## src/tmc_pkg.sv

```systemverilog
package tmc_pkg;

    localparam int          ADDR_W = 8;
    localparam int          DATA_W = 8;

    // Special-function register addresses.
    localparam logic [7:0]  ADDR_TIMER_CONTROL    = 8'h88;
    localparam logic [7:0]  ADDR_TIMER_MODE       = 8'h89;
    localparam logic [7:0]  ADDR_TIMER0_LOW       = 8'h8a;
    localparam logic [7:0]  ADDR_TIMER1_LOW       = 8'h8b;
    localparam logic [7:0]  ADDR_TIMER0_HIGH      = 8'h8c;
    localparam logic [7:0]  ADDR_TIMER1_HIGH      = 8'h8d;
    localparam logic [7:0]  ADDR_TIMER2_CONTROL   = 8'hc8;
    localparam logic [7:0]  ADDR_TIMER2_RELOAD_LO = 8'hca;
    localparam logic [7:0]  ADDR_TIMER2_RELOAD_HI = 8'hcb;
    localparam logic [7:0]  ADDR_TIMER2_COUNT_LO  = 8'hcc;
    localparam logic [7:0]  ADDR_TIMER2_COUNT_HI  = 8'hcd;

    // Bit positions inside the timer 0/1 control register.
    localparam int          T1_FLAG_BIT = 7;
    localparam int          T1_RUN_BIT  = 6;
    localparam int          T0_FLAG_BIT = 5;
    localparam int          T0_RUN_BIT  = 4;

    // Reset values.
    localparam logic [7:0]  RESET_BYTE  = 8'h00;
    localparam logic [15:0] RESET_WORD  = 16'h0000;
    localparam logic [3:0]  RESET_PINS  = 4'hf;

    // System clock cycles per internal timer tick.
    localparam int          TICK_DIV    = 12;

    typedef enum logic [1:0] {
        TMC_MODE_13BIT   = 2'b00,
        TMC_MODE_16BIT   = 2'b01,
        TMC_MODE_RELOAD8 = 2'b10,
        TMC_MODE_SPLIT8  = 2'b11
    } tmc_mode_e;

    typedef struct packed {
        logic      gate;
        logic      counter_select;
        tmc_mode_e mode;
    } tmc_tmode_s;

    typedef struct packed {
        logic timer2_overflow_flag;
        logic timer2_ext_edge_flag;
        logic uart_rx_clock_select;
        logic uart_tx_clock_select;
        logic timer2_ext_enable;
        logic timer2_run;
        logic timer2_counter_select;
        logic timer2_capture_reload_select;
    } tmc_t2ctl_s;

    typedef struct packed {
        logic [7:0] low;
        logic [7:0] high;
        logic       overflow;
    } tmc_step_s;

    typedef struct packed {
        logic count_lo;
        logic count_hi;
        logic reload_lo;
        logic reload_hi;
    } tmc_t2wr_s;

endpackage : tmc_pkg

```

## src/tmc_tick_div.sv

```systemverilog
module tmc_tick_div #(
    parameter int DIV = tmc_pkg::TICK_DIV
) (
    input  wire logic clk,
    input  wire logic reset_n,
    output logic      tick_q
);

    logic [7:0] count_q;
    logic       wrap;

    // The divider runs free so that every timer shares one tick phase.
    assign wrap = (count_q == 8'(DIV - 1));

    always_ff @(posedge clk or negedge reset_n) begin
        if (!reset_n) begin
            count_q <= tmc_pkg::RESET_BYTE;
            tick_q  <= 1'b0;
        end else begin
            count_q <= wrap ? tmc_pkg::RESET_BYTE : count_q + 8'h01;
            tick_q  <= wrap;
        end
    end

endmodule : tmc_tick_div

```

## src/tmc_timer2.sv

```systemverilog
module tmc_timer2 (
    input  wire logic               clk,
    input  wire logic               reset_n,
    input  wire logic               tick,
    input  tmc_pkg::tmc_t2ctl_s     ctl,
    input  wire logic               count_fall,
    input  wire logic               ext_fall,
    input  tmc_pkg::tmc_t2wr_s      byte_write,
    input  wire logic [7:0]         wdata,
    output logic [15:0]             count_q,
    output logic [15:0]             reload_q,
    output logic                    overflow,
    output logic                    ext_event
);

    logic        baud;
    logic        step;
    logic        capture;
    logic        ext_reload;
    logic        reload_now;
    logic [15:0] count_next;
    logic [15:0] count_d;
    logic [15:0] reload_d;

    assign baud       = ctl.uart_rx_clock_select | ctl.uart_tx_clock_select;
    assign step       = ctl.timer2_run &
                        (ctl.timer2_counter_select ? count_fall : tick);
    assign overflow   = step & (count_q == 16'hffff);
    assign ext_event  = ctl.timer2_ext_enable & ext_fall;
    // Edges only capture or reload on a running timer so that a stopped count is never disturbed.
    assign capture    = ext_event & ctl.timer2_run & ctl.timer2_capture_reload_select
                        & ~baud;
    assign ext_reload = ext_event & ctl.timer2_run & ~ctl.timer2_capture_reload_select
                        & ~baud;
    assign reload_now = (overflow & (baud | ~ctl.timer2_capture_reload_select))
                        | ext_reload;

    assign count_next = reload_now ? reload_q : (step ? count_q + 16'h0001 : count_q);
    assign count_d    = byte_write.count_lo ? {count_next[15:8], wdata} :
                        byte_write.count_hi ? {wdata, count_next[7:0]} : count_next;
    assign reload_d   = byte_write.reload_lo ? {reload_q[15:8], wdata} :
                        byte_write.reload_hi ? {wdata, reload_q[7:0]} :
                        capture ? count_q : reload_q;

    always_ff @(posedge clk or negedge reset_n) begin
        if (!reset_n) begin
            count_q  <= tmc_pkg::RESET_WORD;
            reload_q <= tmc_pkg::RESET_WORD;
        end else begin
            count_q  <= count_d;
            reload_q <= reload_d;
        end
    end

endmodule : tmc_timer2

```

## src/tmc_top.sv

```systemverilog
// Overview of operation
// - Mode 0: low five bits prescale the high byte, thirteen bits total.
// - Mode 1: both bytes cascade into one sixteen-bit counter.
// - Mode 2: low byte counts, reloads from high byte on overflow.
// - Mode 3 exists for timer 0 only, splitting it into two byte counters.
// - Split mode: low byte uses timer 0 run/flag, high byte timer 1's.
// - Timer 2 reloads, captures, or generates the serial baud rate.
// - Timer 2 has five registers: count bytes, reload bytes, control.
// - Timer 2 control sits at c8 with the listed bit order.
// - Timer 2 overflow flag stays clear while either baud select is set.
// - Enabled falling capture edge sets the edge flag; software clears it.
// - Receive baud ticks come from timer 2 or timer 1 per select bit.
// - Transmit baud ticks come from timer 2 or timer 1 per select bit.
// - Capture input edges act only while the external enable is set.
// - Setting the timer 2 run bit starts it counting.
// - Capture select set: an enabled edge copies count into reload bytes; the code does so only while the timer 2 run bit is set.
// - Capture select clear: reload on overflow or enabled falling edge; the code reloads on an edge only while the run bit is set.
// - Auto-reload overflow sets the flag and reloads the count.
module tmc_top #(
    parameter int TICK_DIV = tmc_pkg::TICK_DIV
) (
    input  wire logic                       clk,
    input  wire logic                       reset_n,
    input  wire logic [tmc_pkg::ADDR_W-1:0] address,
    input  wire logic [tmc_pkg::DATA_W-1:0] write_data,
    input  wire logic                       write_strobe,
    input  wire logic                       read_strobe,
    output logic [tmc_pkg::DATA_W-1:0]      read_data,
    input  wire logic                       timer0_count_input,
    input  wire logic                       timer1_count_input,
    input  wire logic                       timer2_count_input,
    input  wire logic                       timer2_capture_reload_input,
    input  wire logic                       timer0_gate_input,
    input  wire logic                       timer1_gate_input,
    input  wire logic                       timer0_irq_ack,
    input  wire logic                       timer1_irq_ack,
    output logic                            timer0_overflow_flag,
    output logic                            timer1_overflow_flag,
    output logic                            timer2_overflow_flag,
    output logic                            timer2_ext_edge_flag,
    output logic                            serial_port_zero_rx_tick,
    output logic                            serial_port_zero_tx_tick
);

    function automatic tmc_pkg::tmc_step_s step_timer(
        input tmc_pkg::tmc_mode_e mode,
        input logic [7:0]         low,
        input logic [7:0]         high,
        input logic               inc
    );
        tmc_pkg::tmc_step_s r;
        logic [5:0]         pre;
        logic [8:0]         sum_low;
        logic [8:0]         sum_high;
        r.low      = low;
        r.high     = high;
        r.overflow = 1'b0;
        pre        = {1'b0, low[4:0]} + 6'h01;
        sum_low    = {1'b0, low} + 9'h001;
        sum_high   = {1'b0, high} + 9'h001;
        if (inc) begin
            unique case (mode)
                tmc_pkg::TMC_MODE_13BIT: begin
                    // The top three low-byte bits are left alone in this mode.
                    r.low = {low[7:5], pre[4:0]};
                    if (pre[5]) begin
                        r.high     = sum_high[7:0];
                        r.overflow = sum_high[8];
                    end
                end
                tmc_pkg::TMC_MODE_16BIT: begin
                    r.low = sum_low[7:0];
                    if (sum_low[8]) begin
                        r.high     = sum_high[7:0];
                        r.overflow = sum_high[8];
                    end
                end
                tmc_pkg::TMC_MODE_RELOAD8: begin
                    r.low      = sum_low[8] ? high : sum_low[7:0];
                    r.overflow = sum_low[8];
                end
                tmc_pkg::TMC_MODE_SPLIT8: begin
                    r.low      = sum_low[7:0];
                    r.overflow = sum_low[8];
                end
            endcase
        end
        return r;
    endfunction : step_timer

    // Registers.
    logic [7:0]          timer_mode_q;
    logic                timer0_run_q;
    logic                timer1_run_q;
    logic                timer0_flag_q;
    logic                timer1_flag_q;
    logic [7:0]          timer0_low_byte_q;
    logic [7:0]          timer0_high_byte_q;
    logic [7:0]          timer1_low_byte_q;
    logic [7:0]          timer1_high_byte_q;
    tmc_pkg::tmc_t2ctl_s timer2_control_config_q;
    logic [3:0]          pin_q;
    logic [7:0]          read_data_q;
    logic                rx_tick_q;
    logic                tx_tick_q;

    // Next values.
    logic [7:0]          timer0_low_byte_d;
    logic [7:0]          timer0_high_byte_d;
    logic [7:0]          timer1_low_byte_d;
    logic [7:0]          timer1_high_byte_d;
    logic                timer0_flag_d;
    logic                timer1_flag_d;
    tmc_pkg::tmc_t2ctl_s timer2_control_config_d;
    logic [7:0]          read_data_d;

    // Decode.
    logic                wr_control;
    logic                wr_mode;
    logic                wr_t0_low;
    logic                wr_t0_high;
    logic                wr_t1_low;
    logic                wr_t1_high;
    logic                wr_t2_control;
    tmc_pkg::tmc_t2wr_s  wr_t2_bytes;

    // Counting.
    tmc_pkg::tmc_tmode_s t0_cfg;
    tmc_pkg::tmc_tmode_s t1_cfg;
    logic                tick;
    logic [3:0]          pin_now;
    logic [3:0]          pin_fall;
    logic                t0_split;
    logic                t0_open;
    logic                t1_open;
    logic                t1_gate_ok;
    logic                t1_source;
    logic                t0_inc;
    logic                t1_inc;
    logic                th0_inc;
    logic [8:0]          th0_sum;
    logic                th0_overflow;
    tmc_pkg::tmc_step_s  t0_step;
    tmc_pkg::tmc_step_s  t1_step;
    logic                t0_flag_set;
    logic                t1_flag_set;
    logic                t1_baud_pulse;
    logic                t2_overflow;
    logic                t2_ext_event;
    logic                t2_baud;
    logic [15:0]         t2_count;
    logic [15:0]         t2_reload;

    tmc_tick_div #(
        .DIV     (TICK_DIV)
    ) u_tick_div (
        .clk     (clk),
        .reset_n (reset_n),
        .tick_q  (tick)
    );

    assign wr_control    = write_strobe & (address == tmc_pkg::ADDR_TIMER_CONTROL);
    assign wr_mode       = write_strobe & (address == tmc_pkg::ADDR_TIMER_MODE);
    assign wr_t0_low     = write_strobe & (address == tmc_pkg::ADDR_TIMER0_LOW);
    assign wr_t0_high    = write_strobe & (address == tmc_pkg::ADDR_TIMER0_HIGH);
    assign wr_t1_low     = write_strobe & (address == tmc_pkg::ADDR_TIMER1_LOW);
    assign wr_t1_high    = write_strobe & (address == tmc_pkg::ADDR_TIMER1_HIGH);
    assign wr_t2_control = write_strobe & (address == tmc_pkg::ADDR_TIMER2_CONTROL);
    assign wr_t2_bytes.count_lo  = write_strobe & (address == tmc_pkg::ADDR_TIMER2_COUNT_LO);
    assign wr_t2_bytes.count_hi  = write_strobe & (address == tmc_pkg::ADDR_TIMER2_COUNT_HI);
    assign wr_t2_bytes.reload_lo = write_strobe & (address == tmc_pkg::ADDR_TIMER2_RELOAD_LO);
    assign wr_t2_bytes.reload_hi = write_strobe & (address == tmc_pkg::ADDR_TIMER2_RELOAD_HI);

    // Pins are synchronous, so one stage of history is enough for edge detection.
    assign pin_now  = {timer2_capture_reload_input, timer2_count_input,
                       timer1_count_input, timer0_count_input};
    assign pin_fall = pin_q & ~pin_now;

    assign t0_cfg   = tmc_pkg::tmc_tmode_s'(timer_mode_q[3:0]);
    assign t1_cfg   = tmc_pkg::tmc_tmode_s'(timer_mode_q[7:4]);
    assign t0_split = (t0_cfg.mode == tmc_pkg::TMC_MODE_SPLIT8);

    assign t0_open    = timer0_run_q & (~t0_cfg.gate | timer0_gate_input);
    assign t1_gate_ok = ~t1_cfg.gate | timer1_gate_input;
    assign t1_open    = timer1_run_q & t1_gate_ok;
    assign t1_source  = t1_cfg.counter_select ? pin_fall[1] : tick;
    assign t0_inc     = t0_open & (t0_cfg.counter_select ? pin_fall[0] : tick);
    // With its run bit lent to the high byte of timer 0, timer 1 keeps running
    // as a baud source; a timer 1 set to mode 3 of its own simply holds.
    assign t1_inc     = (t1_cfg.mode != tmc_pkg::TMC_MODE_SPLIT8) & t1_source &
                        (t0_split ? t1_gate_ok : t1_open);
    assign th0_inc    = t0_split & t1_open & tick;

    assign t0_step = step_timer(t0_cfg.mode, timer0_low_byte_q, timer0_high_byte_q, t0_inc);
    assign t1_step = step_timer(t1_cfg.mode, timer1_low_byte_q, timer1_high_byte_q, t1_inc);

    assign th0_sum      = {1'b0, timer0_high_byte_q} + 9'h001;
    assign th0_overflow = th0_inc & th0_sum[8];

    assign t0_flag_set   = t0_step.overflow;
    assign t1_flag_set   = t0_split ? th0_overflow : t1_step.overflow;
    assign t1_baud_pulse = t1_step.overflow;

    // A software write to a count byte takes priority over a count in that cycle.
    assign timer0_low_byte_d  = wr_t0_low ? write_data : t0_step.low;
    assign timer0_high_byte_d = wr_t0_high ? write_data :
                                t0_split ? (th0_inc ? th0_sum[7:0] : timer0_high_byte_q) :
                                t0_step.high;
    assign timer1_low_byte_d  = wr_t1_low ? write_data : t1_step.low;
    assign timer1_high_byte_d = wr_t1_high ? write_data : t1_step.high;

    // A flag being set wins over a write or acknowledge that clears it.
    assign timer0_flag_d = t0_flag_set | (~timer0_irq_ack &
                           (wr_control ? write_data[tmc_pkg::T0_FLAG_BIT] : timer0_flag_q));
    assign timer1_flag_d = t1_flag_set | (~timer1_irq_ack &
                           (wr_control ? write_data[tmc_pkg::T1_FLAG_BIT] : timer1_flag_q));

    tmc_timer2 u_timer2 (
        .clk        (clk),
        .reset_n    (reset_n),
        .tick       (tick),
        .ctl        (timer2_control_config_q),
        .count_fall (pin_fall[2]),
        .ext_fall   (pin_fall[3]),
        .byte_write (wr_t2_bytes),
        .wdata      (write_data),
        .count_q    (t2_count),
        .reload_q   (t2_reload),
        .overflow   (t2_overflow),
        .ext_event  (t2_ext_event)
    );

    assign t2_baud = timer2_control_config_q.uart_rx_clock_select |
                     timer2_control_config_q.uart_tx_clock_select;

    // Timer 2 flags have no acknowledge input: only software clears them.
    assign timer2_control_config_d.timer2_overflow_flag = (t2_overflow & ~t2_baud) |
        (wr_t2_control ? write_data[7] : timer2_control_config_q.timer2_overflow_flag);
    assign timer2_control_config_d.timer2_ext_edge_flag = t2_ext_event |
        (wr_t2_control ? write_data[6] : timer2_control_config_q.timer2_ext_edge_flag);
    assign timer2_control_config_d[5:0] = wr_t2_control ? write_data[5:0] :
                                          timer2_control_config_q[5:0];

    assign read_data_d =
        !read_strobe ? tmc_pkg::RESET_BYTE :
        (address == tmc_pkg::ADDR_TIMER_CONTROL)    ? {timer1_flag_q, timer1_run_q,
                                                       timer0_flag_q, timer0_run_q, 4'h0} :
        (address == tmc_pkg::ADDR_TIMER_MODE)       ? timer_mode_q :
        (address == tmc_pkg::ADDR_TIMER0_LOW)       ? timer0_low_byte_q :
        (address == tmc_pkg::ADDR_TIMER0_HIGH)      ? timer0_high_byte_q :
        (address == tmc_pkg::ADDR_TIMER1_LOW)       ? timer1_low_byte_q :
        (address == tmc_pkg::ADDR_TIMER1_HIGH)      ? timer1_high_byte_q :
        (address == tmc_pkg::ADDR_TIMER2_CONTROL)   ? timer2_control_config_q :
        (address == tmc_pkg::ADDR_TIMER2_RELOAD_LO) ? t2_reload[7:0] :
        (address == tmc_pkg::ADDR_TIMER2_RELOAD_HI) ? t2_reload[15:8] :
        (address == tmc_pkg::ADDR_TIMER2_COUNT_LO)  ? t2_count[7:0] :
        (address == tmc_pkg::ADDR_TIMER2_COUNT_HI)  ? t2_count[15:8] :
        tmc_pkg::RESET_BYTE;

    always_ff @(posedge clk or negedge reset_n) begin
        if (!reset_n) begin
            timer_mode_q       <= tmc_pkg::RESET_BYTE;
            timer0_run_q       <= 1'b0;
            timer1_run_q       <= 1'b0;
            timer0_flag_q      <= 1'b0;
            timer1_flag_q      <= 1'b0;
            timer0_low_byte_q  <= tmc_pkg::RESET_BYTE;
            timer0_high_byte_q <= tmc_pkg::RESET_BYTE;
            timer1_low_byte_q  <= tmc_pkg::RESET_BYTE;
            timer1_high_byte_q <= tmc_pkg::RESET_BYTE;
        end else begin
            if (wr_mode) begin
                timer_mode_q <= write_data;
            end
            if (wr_control) begin
                timer0_run_q <= write_data[tmc_pkg::T0_RUN_BIT];
                timer1_run_q <= write_data[tmc_pkg::T1_RUN_BIT];
            end
            timer0_flag_q      <= timer0_flag_d;
            timer1_flag_q      <= timer1_flag_d;
            timer0_low_byte_q  <= timer0_low_byte_d;
            timer0_high_byte_q <= timer0_high_byte_d;
            timer1_low_byte_q  <= timer1_low_byte_d;
            timer1_high_byte_q <= timer1_high_byte_d;
        end
    end

    always_ff @(posedge clk or negedge reset_n) begin
        if (!reset_n) begin
            timer2_control_config_q <= tmc_pkg::tmc_t2ctl_s'(tmc_pkg::RESET_BYTE);
            pin_q                   <= tmc_pkg::RESET_PINS;
            read_data_q             <= tmc_pkg::RESET_BYTE;
            rx_tick_q               <= 1'b0;
            tx_tick_q               <= 1'b0;
        end else begin
            timer2_control_config_q <= timer2_control_config_d;
            pin_q                   <= pin_now;
            read_data_q             <= read_data_d;
            rx_tick_q <= timer2_control_config_q.uart_rx_clock_select ?
                         t2_overflow : t1_baud_pulse;
            tx_tick_q <= timer2_control_config_q.uart_tx_clock_select ?
                         t2_overflow : t1_baud_pulse;
        end
    end

    assign read_data                = read_data_q;
    assign timer0_overflow_flag     = timer0_flag_q;
    assign timer1_overflow_flag     = timer1_flag_q;
    assign timer2_overflow_flag     = timer2_control_config_q.timer2_overflow_flag;
    assign timer2_ext_edge_flag     = timer2_control_config_q.timer2_ext_edge_flag;
    assign serial_port_zero_rx_tick = rx_tick_q;
    assign serial_port_zero_tx_tick = tx_tick_q;

endmodule : tmc_top

```

## config.mk

```make
export PLATFORM = sky130hd
export DESIGN_NAME = tmc_top
export DESIGN_NICKNAME = d
export VERILOG_FILES = /design/src/tmc_pkg.sv /design/src/tmc_tick_div.sv /design/src/tmc_timer2.sv /design/src/tmc_top.sv
export SDC_FILE = /design/constraint.sdc
export NUM_CORES = 1
export LEC_CHECK = 0
export ABC_AREA = 1
export BUFFER_PORTS_ARGS = -buffer_cell sky130_fd_sc_hd__buf_2
export CORE_MARGIN = 2
export CORE_UTILIZATION = 49
export DETAILED_ROUTE_END_ITERATION = 8
export GPL_TIMING_DRIVEN = 0
export PLACE_DENSITY = 0.66
export SLEW_MARGIN = 20
export SYNTH_ARGS = -nofsm -noshare
export SYNTH_HDL_FRONTEND = slang
export SYNTH_SLANG_ARGS = --single-unit
```

## constraint.sdc

```tcl
create_clock -name clk -period 3.9 [get_ports clk]
set_clock_uncertainty 0.15 [all_clocks]
set_input_delay 0 -clock clk [delete_from_list [all_inputs] [get_ports clk]]
set_output_delay 0 -clock clk [all_outputs]
set_load 0.01 [all_outputs]
```

== After elaboration in Yosys (flattened, before gate mapping) ==
Cells that the tools add are included.
Word-level totals
  bits in registers: 107
  bits of input ports: 28
  output and inout bits: 14
  word-level logic and storage cells: 184
Operators by class
  $add $sub $neg: 8
  equality and inequality tests: 28
  multiplexer cells: 51
  bitwise gates (word level): 49
  reduce and logical (&&, ||, !) cells: 20
Operators with widths (number)
  $mux W8: 22
  $mux W16: 6
  $eq A8 B8 Y1 const B: 11
  $pmux W8 S3: 2
  $add A8 B1 Y9 const B: 4
  $mux W9: 4
  $mux W17: 2
  $pmux W8 S2: 2
  $and A1 B1 Y1: 31
  $add A16 B1 Y16 const B: 1
  $eq A16 B16 Y1 const B: 1
  $add A5 B1 Y6 const B: 2
  $mux W1: 11
  $reduce_bool A2 Y1: 5
  $or A1 B1 Y1: 9
  $add A8 B1 Y8 const B: 1
  $eq A2 B2 Y1 const B: 4
  $eq A8 B4 Y1 const B: 1
  $ne A4 B4 Y1 const B: 2
  $reduce_and A2 Y1: 4
  $reduce_or A2 Y1: 4
  $not A1 Y1: 7
  $ne A2 B2 Y1 const B: 3
  $ne A3 B3 Y1 const B: 2
  11 further kinds: 15

== Depth between registers and ports, before layout ==
  depth in word-level cells: 13
  depth in mapped cells: 14
  mapped depth without buffers: 13

== Modules after synthesis ==
A second synthesis with hierarchy kept.
Second synthesis, totals
  cell total of the unflattened synthesis: 1014
  area, all modules: 7233.2 µm²
By module, submodules not included
  tmc_top: instances 1, cells an instance 653, area an instance 4633.2 µm², sequential area each 1656.6 µm²
  tmc_timer2: instances 1, cells an instance 309, area an instance 2158.3 µm², sequential area each 800.8 µm²
  tmc_tick_div: instances 1, cells an instance 52, area an instance 441.7 µm², sequential area each 225.2 µm²

== Worst setup path after synthesis ==
Ideal clock, no wire load.
  path type: reg-to-reg
  start point: register timer1_low_byte_q[0]
  end point: register timer1_high_byte_q[7]
  library setup time: 124 ps
  arrival time: 1579 ps
  data required time: 3626 ps
  slack: 2046 ps
  cell stages (with the launch flop): 13
  buffers on the path: 0
  clock period less this slack: 1854 ps
  path through: dfrtp_1 > ha_1 > nand2_1 > nor2_1 > nand4_1 > nor2_1 > inv_1 > nand2_1 > nand3_1 > nand2_2 > inv_2 > nand2_1 > nand3_1
On the way
  word-level cells in the longest chain between the ends: 3
  elaborated cells on any way between the ends: 5
  classes of those cells: add/sub: 2; eq/ne: 2; reduce/logical: 1
RTL lines
  start: declaration: RTL line tmc_top.sv:99  | logic [7:0] timer1_low_byte_q;
  start signal: assignment: RTL line tmc_top.sv:269  | timer1_low_byte_q <= tmc_pkg::RESET_BYTE;
  start signal: assignment: RTL line tmc_top.sv:283  | timer1_low_byte_q <= timer1_low_byte_d;
  $add A8 B1 Y9 or $add A5 B1 Y6 (tied branches): RTL line tmc_top.sv:59, tmc_top.sv:58
  $ne A3 B3 Y1 (no line)
  $reduce_and A4 Y1 (no line) *
  end signal: assignment: RTL line tmc_top.sv:270  | timer1_high_byte_q <= tmc_pkg::RESET_BYTE;
  end signal: assignment: RTL line tmc_top.sv:284  | timer1_high_byte_q <= timer1_high_byte_d;
  end: declaration: RTL line tmc_top.sv:100  | logic [7:0] timer1_high_byte_q;
Every way passes the cells marked *; elsewhere a longest branch is shown, timed or not.
A chain may end at the register's enable or synchronous reset.

== Worst setup path in the final report ==
  start point: register u_timer2.count_q[13]
  end point: register u_timer2.count_q[7]
On the way
  word-level cells in the longest chain between the ends: 7
RTL lines
  start: declaration: RTL line tmc_timer2.sv:10  | output logic [15:0] count_q,
  start signal: assignment: RTL line tmc_timer2.sv:47  | count_q <= tmc_pkg::RESET_WORD;
  start signal: assignment: RTL line tmc_timer2.sv:50  | count_q <= count_d;
  $eq A16 B16 Y1: RTL line tmc_timer2.sv:28  | assign overflow = step & (count_q == 16'hffff);
  $and A1 B1 Y1: RTL line tmc_timer2.sv:28
  $and A1 B1 Y1: RTL line tmc_timer2.sv:35  | assign reload_now = (overflow & (baud | ~ctl.timer2_capture_reload_select))
  $or A1 B1 Y1: RTL line tmc_timer2.sv:36  | | ext_reload;
  $mux W16: RTL line tmc_timer2.sv:38  | assign count_next = reload_now ? reload_q : (step ? count_q + 16'h0001 : count_q);
  $mux W16: RTL line tmc_timer2.sv:40  | byte_write.count_hi ? {wdata, count_next[7:0]} : count_next;
  $mux W16: RTL line tmc_timer2.sv:39  | assign count_d = byte_write.count_lo ? {count_next[15:8], wdata} :
Every way passes these cells.

==> tab_implementation.tex <==
\begin{tabular}{lr}
\hline
Metric & Value \\
\hline
\multicolumn{2}{l}{\textbf{Clock network}} \\
\quad Library cell used as clock root buffer & sky130\_fd\_sc\_hd\_\_clkbuf\_16 \\
\quad Clock Pin Slew Worst Setup and Hold Paths & 70 ps \\
\quad Number of levels in the clock H-tree & 3 \\
\quad Clock buffers created by TritonCTS & 9 \\
\quad Longest Clk Path Bufs & 2 \\
\quad Setup repair bufs after CTS & 0 \\
\quad CTS tree & done \\
\quad Sinks on the clock net & 107 \\
\quad Number of instances resized during post-cts repair & 0 \\
\quad Clock network latency to the later pin of the worst-skew pair & 360 ps \\
\multicolumn{2}{l}{\textbf{Timing}} \\
\quad Post-layout worst setup margin & 1510 ps \\
\quad Fmax & 418.4 MHz \\
\quad Slew Viols, Final & 0 \\
\quad Worst-case hold slack & -3.379 ps \\
\quad Actual transition at the worst max-transition pin & 749.5 ps \\
\quad Unrepaired setup endpoints after global routing & false \\
\quad Relative slew margins & 49.58\% \\
\quad Setup Viol. Count Final & 0 \\
\quad Minimum period implied by the final worst setup slack & 2390 ps \\
\quad Crit share post-route & 61.28\% \\
\quad Final number of hold-violating endpoints & 2 \\
\quad Setup TNS & 0 ps \\
\multicolumn{2}{l}{\textbf{Synth}} \\
\quad Basic-gate share of the synthesized area counting and, or, nand and nor cells & 31.98\% \\
\quad Fraction of post-synthesis cell area in the top cell type by area & 37.45\% \\
\quad Mean instance size in the synthesized netlist & 7.125 um\^{}2 \\
\quad Most used flip-flop cell after synthesis & sky130\_fd\_sc\_hd\_\_dfrtp\_1 \\
\quad Area contributors post-synth & sky130\_fd\_sc\_hd\_\_dfrtp\_1, sky130\_fd\_sc\_hd\_\_nand2\_1, sky130\_fd\_sc\_hd\_\_nand3\_1 \\
\quad Synthesized netlist cell count & 966 \\
\quad Synthesized flop and latch total & 107 \\
\quad Portion of netlist area occupied by mux cells & 0\% \\
\quad Adder and majority cell fraction of the synthesized area & 1.091\% \\
\quad Dominant combinational cell family by area after synthesis & simple AND/OR/NAND/NOR gates \\
\quad Async SR Flop Fraction & 100.0\% \\
\quad Syn Std Cell Area & 6883 um\^{}2 \\
\quad Post-synthesis sequential area ratio & 38.97\% \\
\quad Post-Synth XOR/XNOR Area & 3.181\% \\
\quad Post-synthesis compound-gate area fraction & 15.27\% \\
\quad Post-synth net total & 1000 \\
\quad Number of enable flip-flop cells after synthesis & 0 \\
\quad Count of yosys warnings during synthesis & 0 \\
\quad Distinct cell type count of the synthesized netlist & 43 \\
\quad Cell type with the highest aggregate area in the netlist & sky130\_fd\_sc\_hd\_\_dfrtp\_1 \\
\multicolumn{2}{l}{\textbf{Floorplan}} \\
\quad Starting utilization of the core area & 49.78\% \\
\quad Placeable core area & 13830 um\^{}2 \\
\quad Number of placement rows & 43 \\
\quad Die outline area & 15010 um\^{}2 \\
\quad Top-Level Pins & 42 \\
\quad Die Height & 122.5 um \\
\quad Die X-Extent & 122.5 um \\
\multicolumn{2}{l}{\textbf{Global routing}} \\
\quad Overflow left after global routing & 0 \\
\quad Antenna violations before repair & 0 \\
\quad Number of global-route vias before repair & 6288 \\
\quad Total GRT Usage & 30.19\% \\
\quad Largest net degree at the start of global routing & 55 \\
\quad Global-route wire length before repair & 34130 um \\
\multicolumn{2}{l}{\textbf{Final layout}} \\
\quad Share of post-route cells with drive strength above 1 & 12.68\% \\
\quad Most common cell after layout, fill and taps aside & sky130\_fd\_sc\_hd\_\_nand2\_1 \\
\quad Top library cells by usage in the layout, fill and taps aside & sky130\_fd\_sc\_hd\_\_nand2\_1, sky130\_fd\_sc\_hd\_\_inv\_1, sky130\_fd\_sc\_hd\_\_dfrtp\_1 \\
\quad Count of fill cells added during filler insertion & 1345 \\
\quad Non-Filler Instances & 1221 \\
\quad Relative area change from synthesis to final layout & 13.34\% \\
\quad Count of antenna diodes in the layout & 0 \\
\quad Number of nets at the end of the flow & 1070 \\
\multicolumn{2}{l}{\textbf{Detailed routing}} \\
\quad Iteration-0 DRC Markers & 673 \\
\quad Wirelength, routed & 21580 um \\
\quad Vias & 6849 \\
\quad Total length of routed met3 wires & 1910 um \\
\quad Met1 Wirelength & 9502 um \\
\quad Uppermost layer routed & met4 \\
\quad Routed wl met2 & 9558 um \\
\quad Router iterations before antenna repair & 6 \\
\quad Via density per instance & 5.609 \\
\quad Number of nets still failing antenna checks after routing & 0 \\
\quad Average wire length per cell after detail routing & 17.67 um \\
\quad DRC violation count after routing & 0 \\
\multicolumn{2}{l}{\textbf{Power}} \\
\quad Ratio of total power to cell area & 387.5 nW/um\^{}2 \\
\quad Max rail drop VDD & 320.6 uV \\
\quad Sw frac & 34.74\% \\
\quad Net switching power & 1.050 mW \\
\quad Pleak & 3.821 nW \\
\quad Sequential share of power & 48.5\% \\
\quad Internal power contribution & 1.973 mW \\
\quad Proportion of power drawn by the clock network & 29.5\% \\
\quad Power after layout & 3.023 mW \\
\quad Comb power frac & 22.0\% \\
\multicolumn{2}{l}{\textbf{Flow run}} \\
\quad Number of violations of the max-capacitance limit & 0 \\
\multicolumn{2}{l}{\textbf{Setup path}} \\
\quad Critical Path RT & 4020 ps \\
\quad CP startpoint kind & flip-flop \\
\quad Setup crit end kind & flip-flop \\
\quad Type of the setup path with the least slack & flip-flop to flip-flop \\
\quad Signal arrival time at the worst endpoint & 2510 ps \\
\quad Crit-path max FO & 10 \\
\multicolumn{2}{l}{\textbf{Place}} \\
\quad Post-placement worst setup slack & 1560 ps \\
\quad Half-perimeter wire length after detailed placement & 16210 um \\
\quad Placed insts & 1188 \\
\quad RD Place Congestion & 0.9486 \\
\quad I/O Buffers & 41 \\
\multicolumn{2}{l}{\textbf{Min path}} \\
\quad Class of the tightest hold or removal check & primary input to asynchronous set/reset pin \\
\multicolumn{2}{l}{\textbf{Status}} \\
\quad Violations in the final reports & negative hold slack \\
\quad Result of the run & finished with violations \\
\hline
\end{tabular}
==> kinds of logic after synthesis <==
logic type | count (synthesis)
xor+xnor | 25
simple gates | 481
buf+inv | 165
compound gates | 182
flops | 107
fa+ha+maj | 6
==> Yosys cell counts (9+ instances only) <==
library cell	n
sky130_fd_sc_hd__o21ai_1	15
sky130_fd_sc_hd__nand4_1	19
sky130_fd_sc_hd__nand2_1	232
sky130_fd_sc_hd__buf_2	14
sky130_fd_sc_hd__o21ai_0	79
sky130_fd_sc_hd__xor2_1	21
sky130_fd_sc_hd__o211ai_1	18
sky130_fd_sc_hd__o221ai_1	15
sky130_fd_sc_hd__nor2_1	80
sky130_fd_sc_hd__nand3_1	97
sky130_fd_sc_hd__inv_2	18
sky130_fd_sc_hd__dfrtp_1	103
sky130_fd_sc_hd__inv_1	125
sky130_fd_sc_hd__nor2_4	9
sky130_fd_sc_hd__a21oi_1	39
sky130_fd_sc_hd__nor3_1	12
==> metal layers <==
layer | GRT usage [%] | up-vias
met4 | 9.842 | 0
met3 | 6.180 | 44
li1 | - | 3319
met2 | 46.49 | 285
met5 | 0 | -
met1 | 42.59 | 3201
==> critical path, cell delays in order (launching register included) <==
cell	delay (ps)
sky130_fd_sc_hd__dfrtp_1	450
sky130_fd_sc_hd__nand2_1	110
sky130_fd_sc_hd__nor2_1	310
sky130_fd_sc_hd__nand2_1	80
sky130_fd_sc_hd__nor2_1	240
sky130_fd_sc_hd__nand4_1	120
sky130_fd_sc_hd__nand2_1	210
sky130_fd_sc_hd__inv_1	140
sky130_fd_sc_hd__buf_2	220
sky130_fd_sc_hd__nand2_1	80
sky130_fd_sc_hd__nand3_1	60
sky130_fd_sc_hd__o211ai_1	110
==> power groups by stage <==
stage / logic, mW / clock network [mW] / registers, mW
4_1_cts: 0.656 / 0.912 / 1.46
5_1_grt: 0.750 / 0.963 / 1.49
3_5_place_dp: 0.639 / 0 / 1.48
3_3_place_gp: 0.627 / 0 / 1.48
2_1_floorplan: 0.461 / 0 / 1.41
6_report: 0.664 / 0.893 / 1.47
==> registers in the layout, indices dropped and copies added, names as in the netlist, 6 cells and up <==
name,cells
read_data,8
timer0_high_byte_q,8
timer0_low_byte_q,8
timer1_high_byte_q,8
timer1_low_byte_q,8
timer2_control_config_q,6
timer_mode_q,8
u_tick_div.count_q,8
u_timer2.count_q,16
u_timer2.reload_q,16
==> final cells by class <==
type | count | area (um^2) | area share [%]
sequential | 107 | 2683 | 34.39
multi-input combinational | 694 | 3546 | 45.45
clock inverter | 7 | 58.81 | 0.7538
inverter | 144 | 540.5 | 6.929
timing repair buffer | 59 | 409.1 | 5.245
tap | 180 | 225.2 | 2.887
clock buffer | 9 | 225.2 | 2.887
buffer | 21 | 113.9 | 1.460
==> per-stage QoR <==
| stage | instance area, um^2 | hold WS (ps) | utilization (%) |
|---|---|---|---|
| 6_report | 7801 | -3.379 | 56.42 |
| 5_1_grt | 7801 | 74.43 | 56.42 |
| 4_1_cts | 7801 | 27.82 | 56.42 |
| 3_5_place_dp | 7347 | -156.6 | 53.14 |
| 3_3_place_gp | 7313 | -34.10 | 52.89 |
| 2_1_floorplan | 6883 | -445.6 | - |
==> path summary, 6_finish.rpt <==
check	from	endpoint	slack [ps]	cells after the start
min	reset_n	timer1_high_byte_q[7]	-3	2
max in group asynchronous	reset_n	pin_q[1]	2890	3
min in group clk	address[6]	timer1_low_byte_q[5]	70	6
max	u_timer2.count_q[13]	u_timer2.count_q[7]	1510	11
max reg2reg	u_timer2.count_q[13]	u_timer2.count_q[7]	1510	11
min reg2reg	u_tick_div.count_q[0]	u_tick_div.count_q[0]	310	1
==> timing repair <==
| action | in CTS | in global routing |
|---|---|---|
| hold endpoints to repair | 154 | 0 |
| endpoints found under the setup margin | 0 | 0 |
| hold buffers | 17 | 0 |
Power figures use the tool's default switching activity.
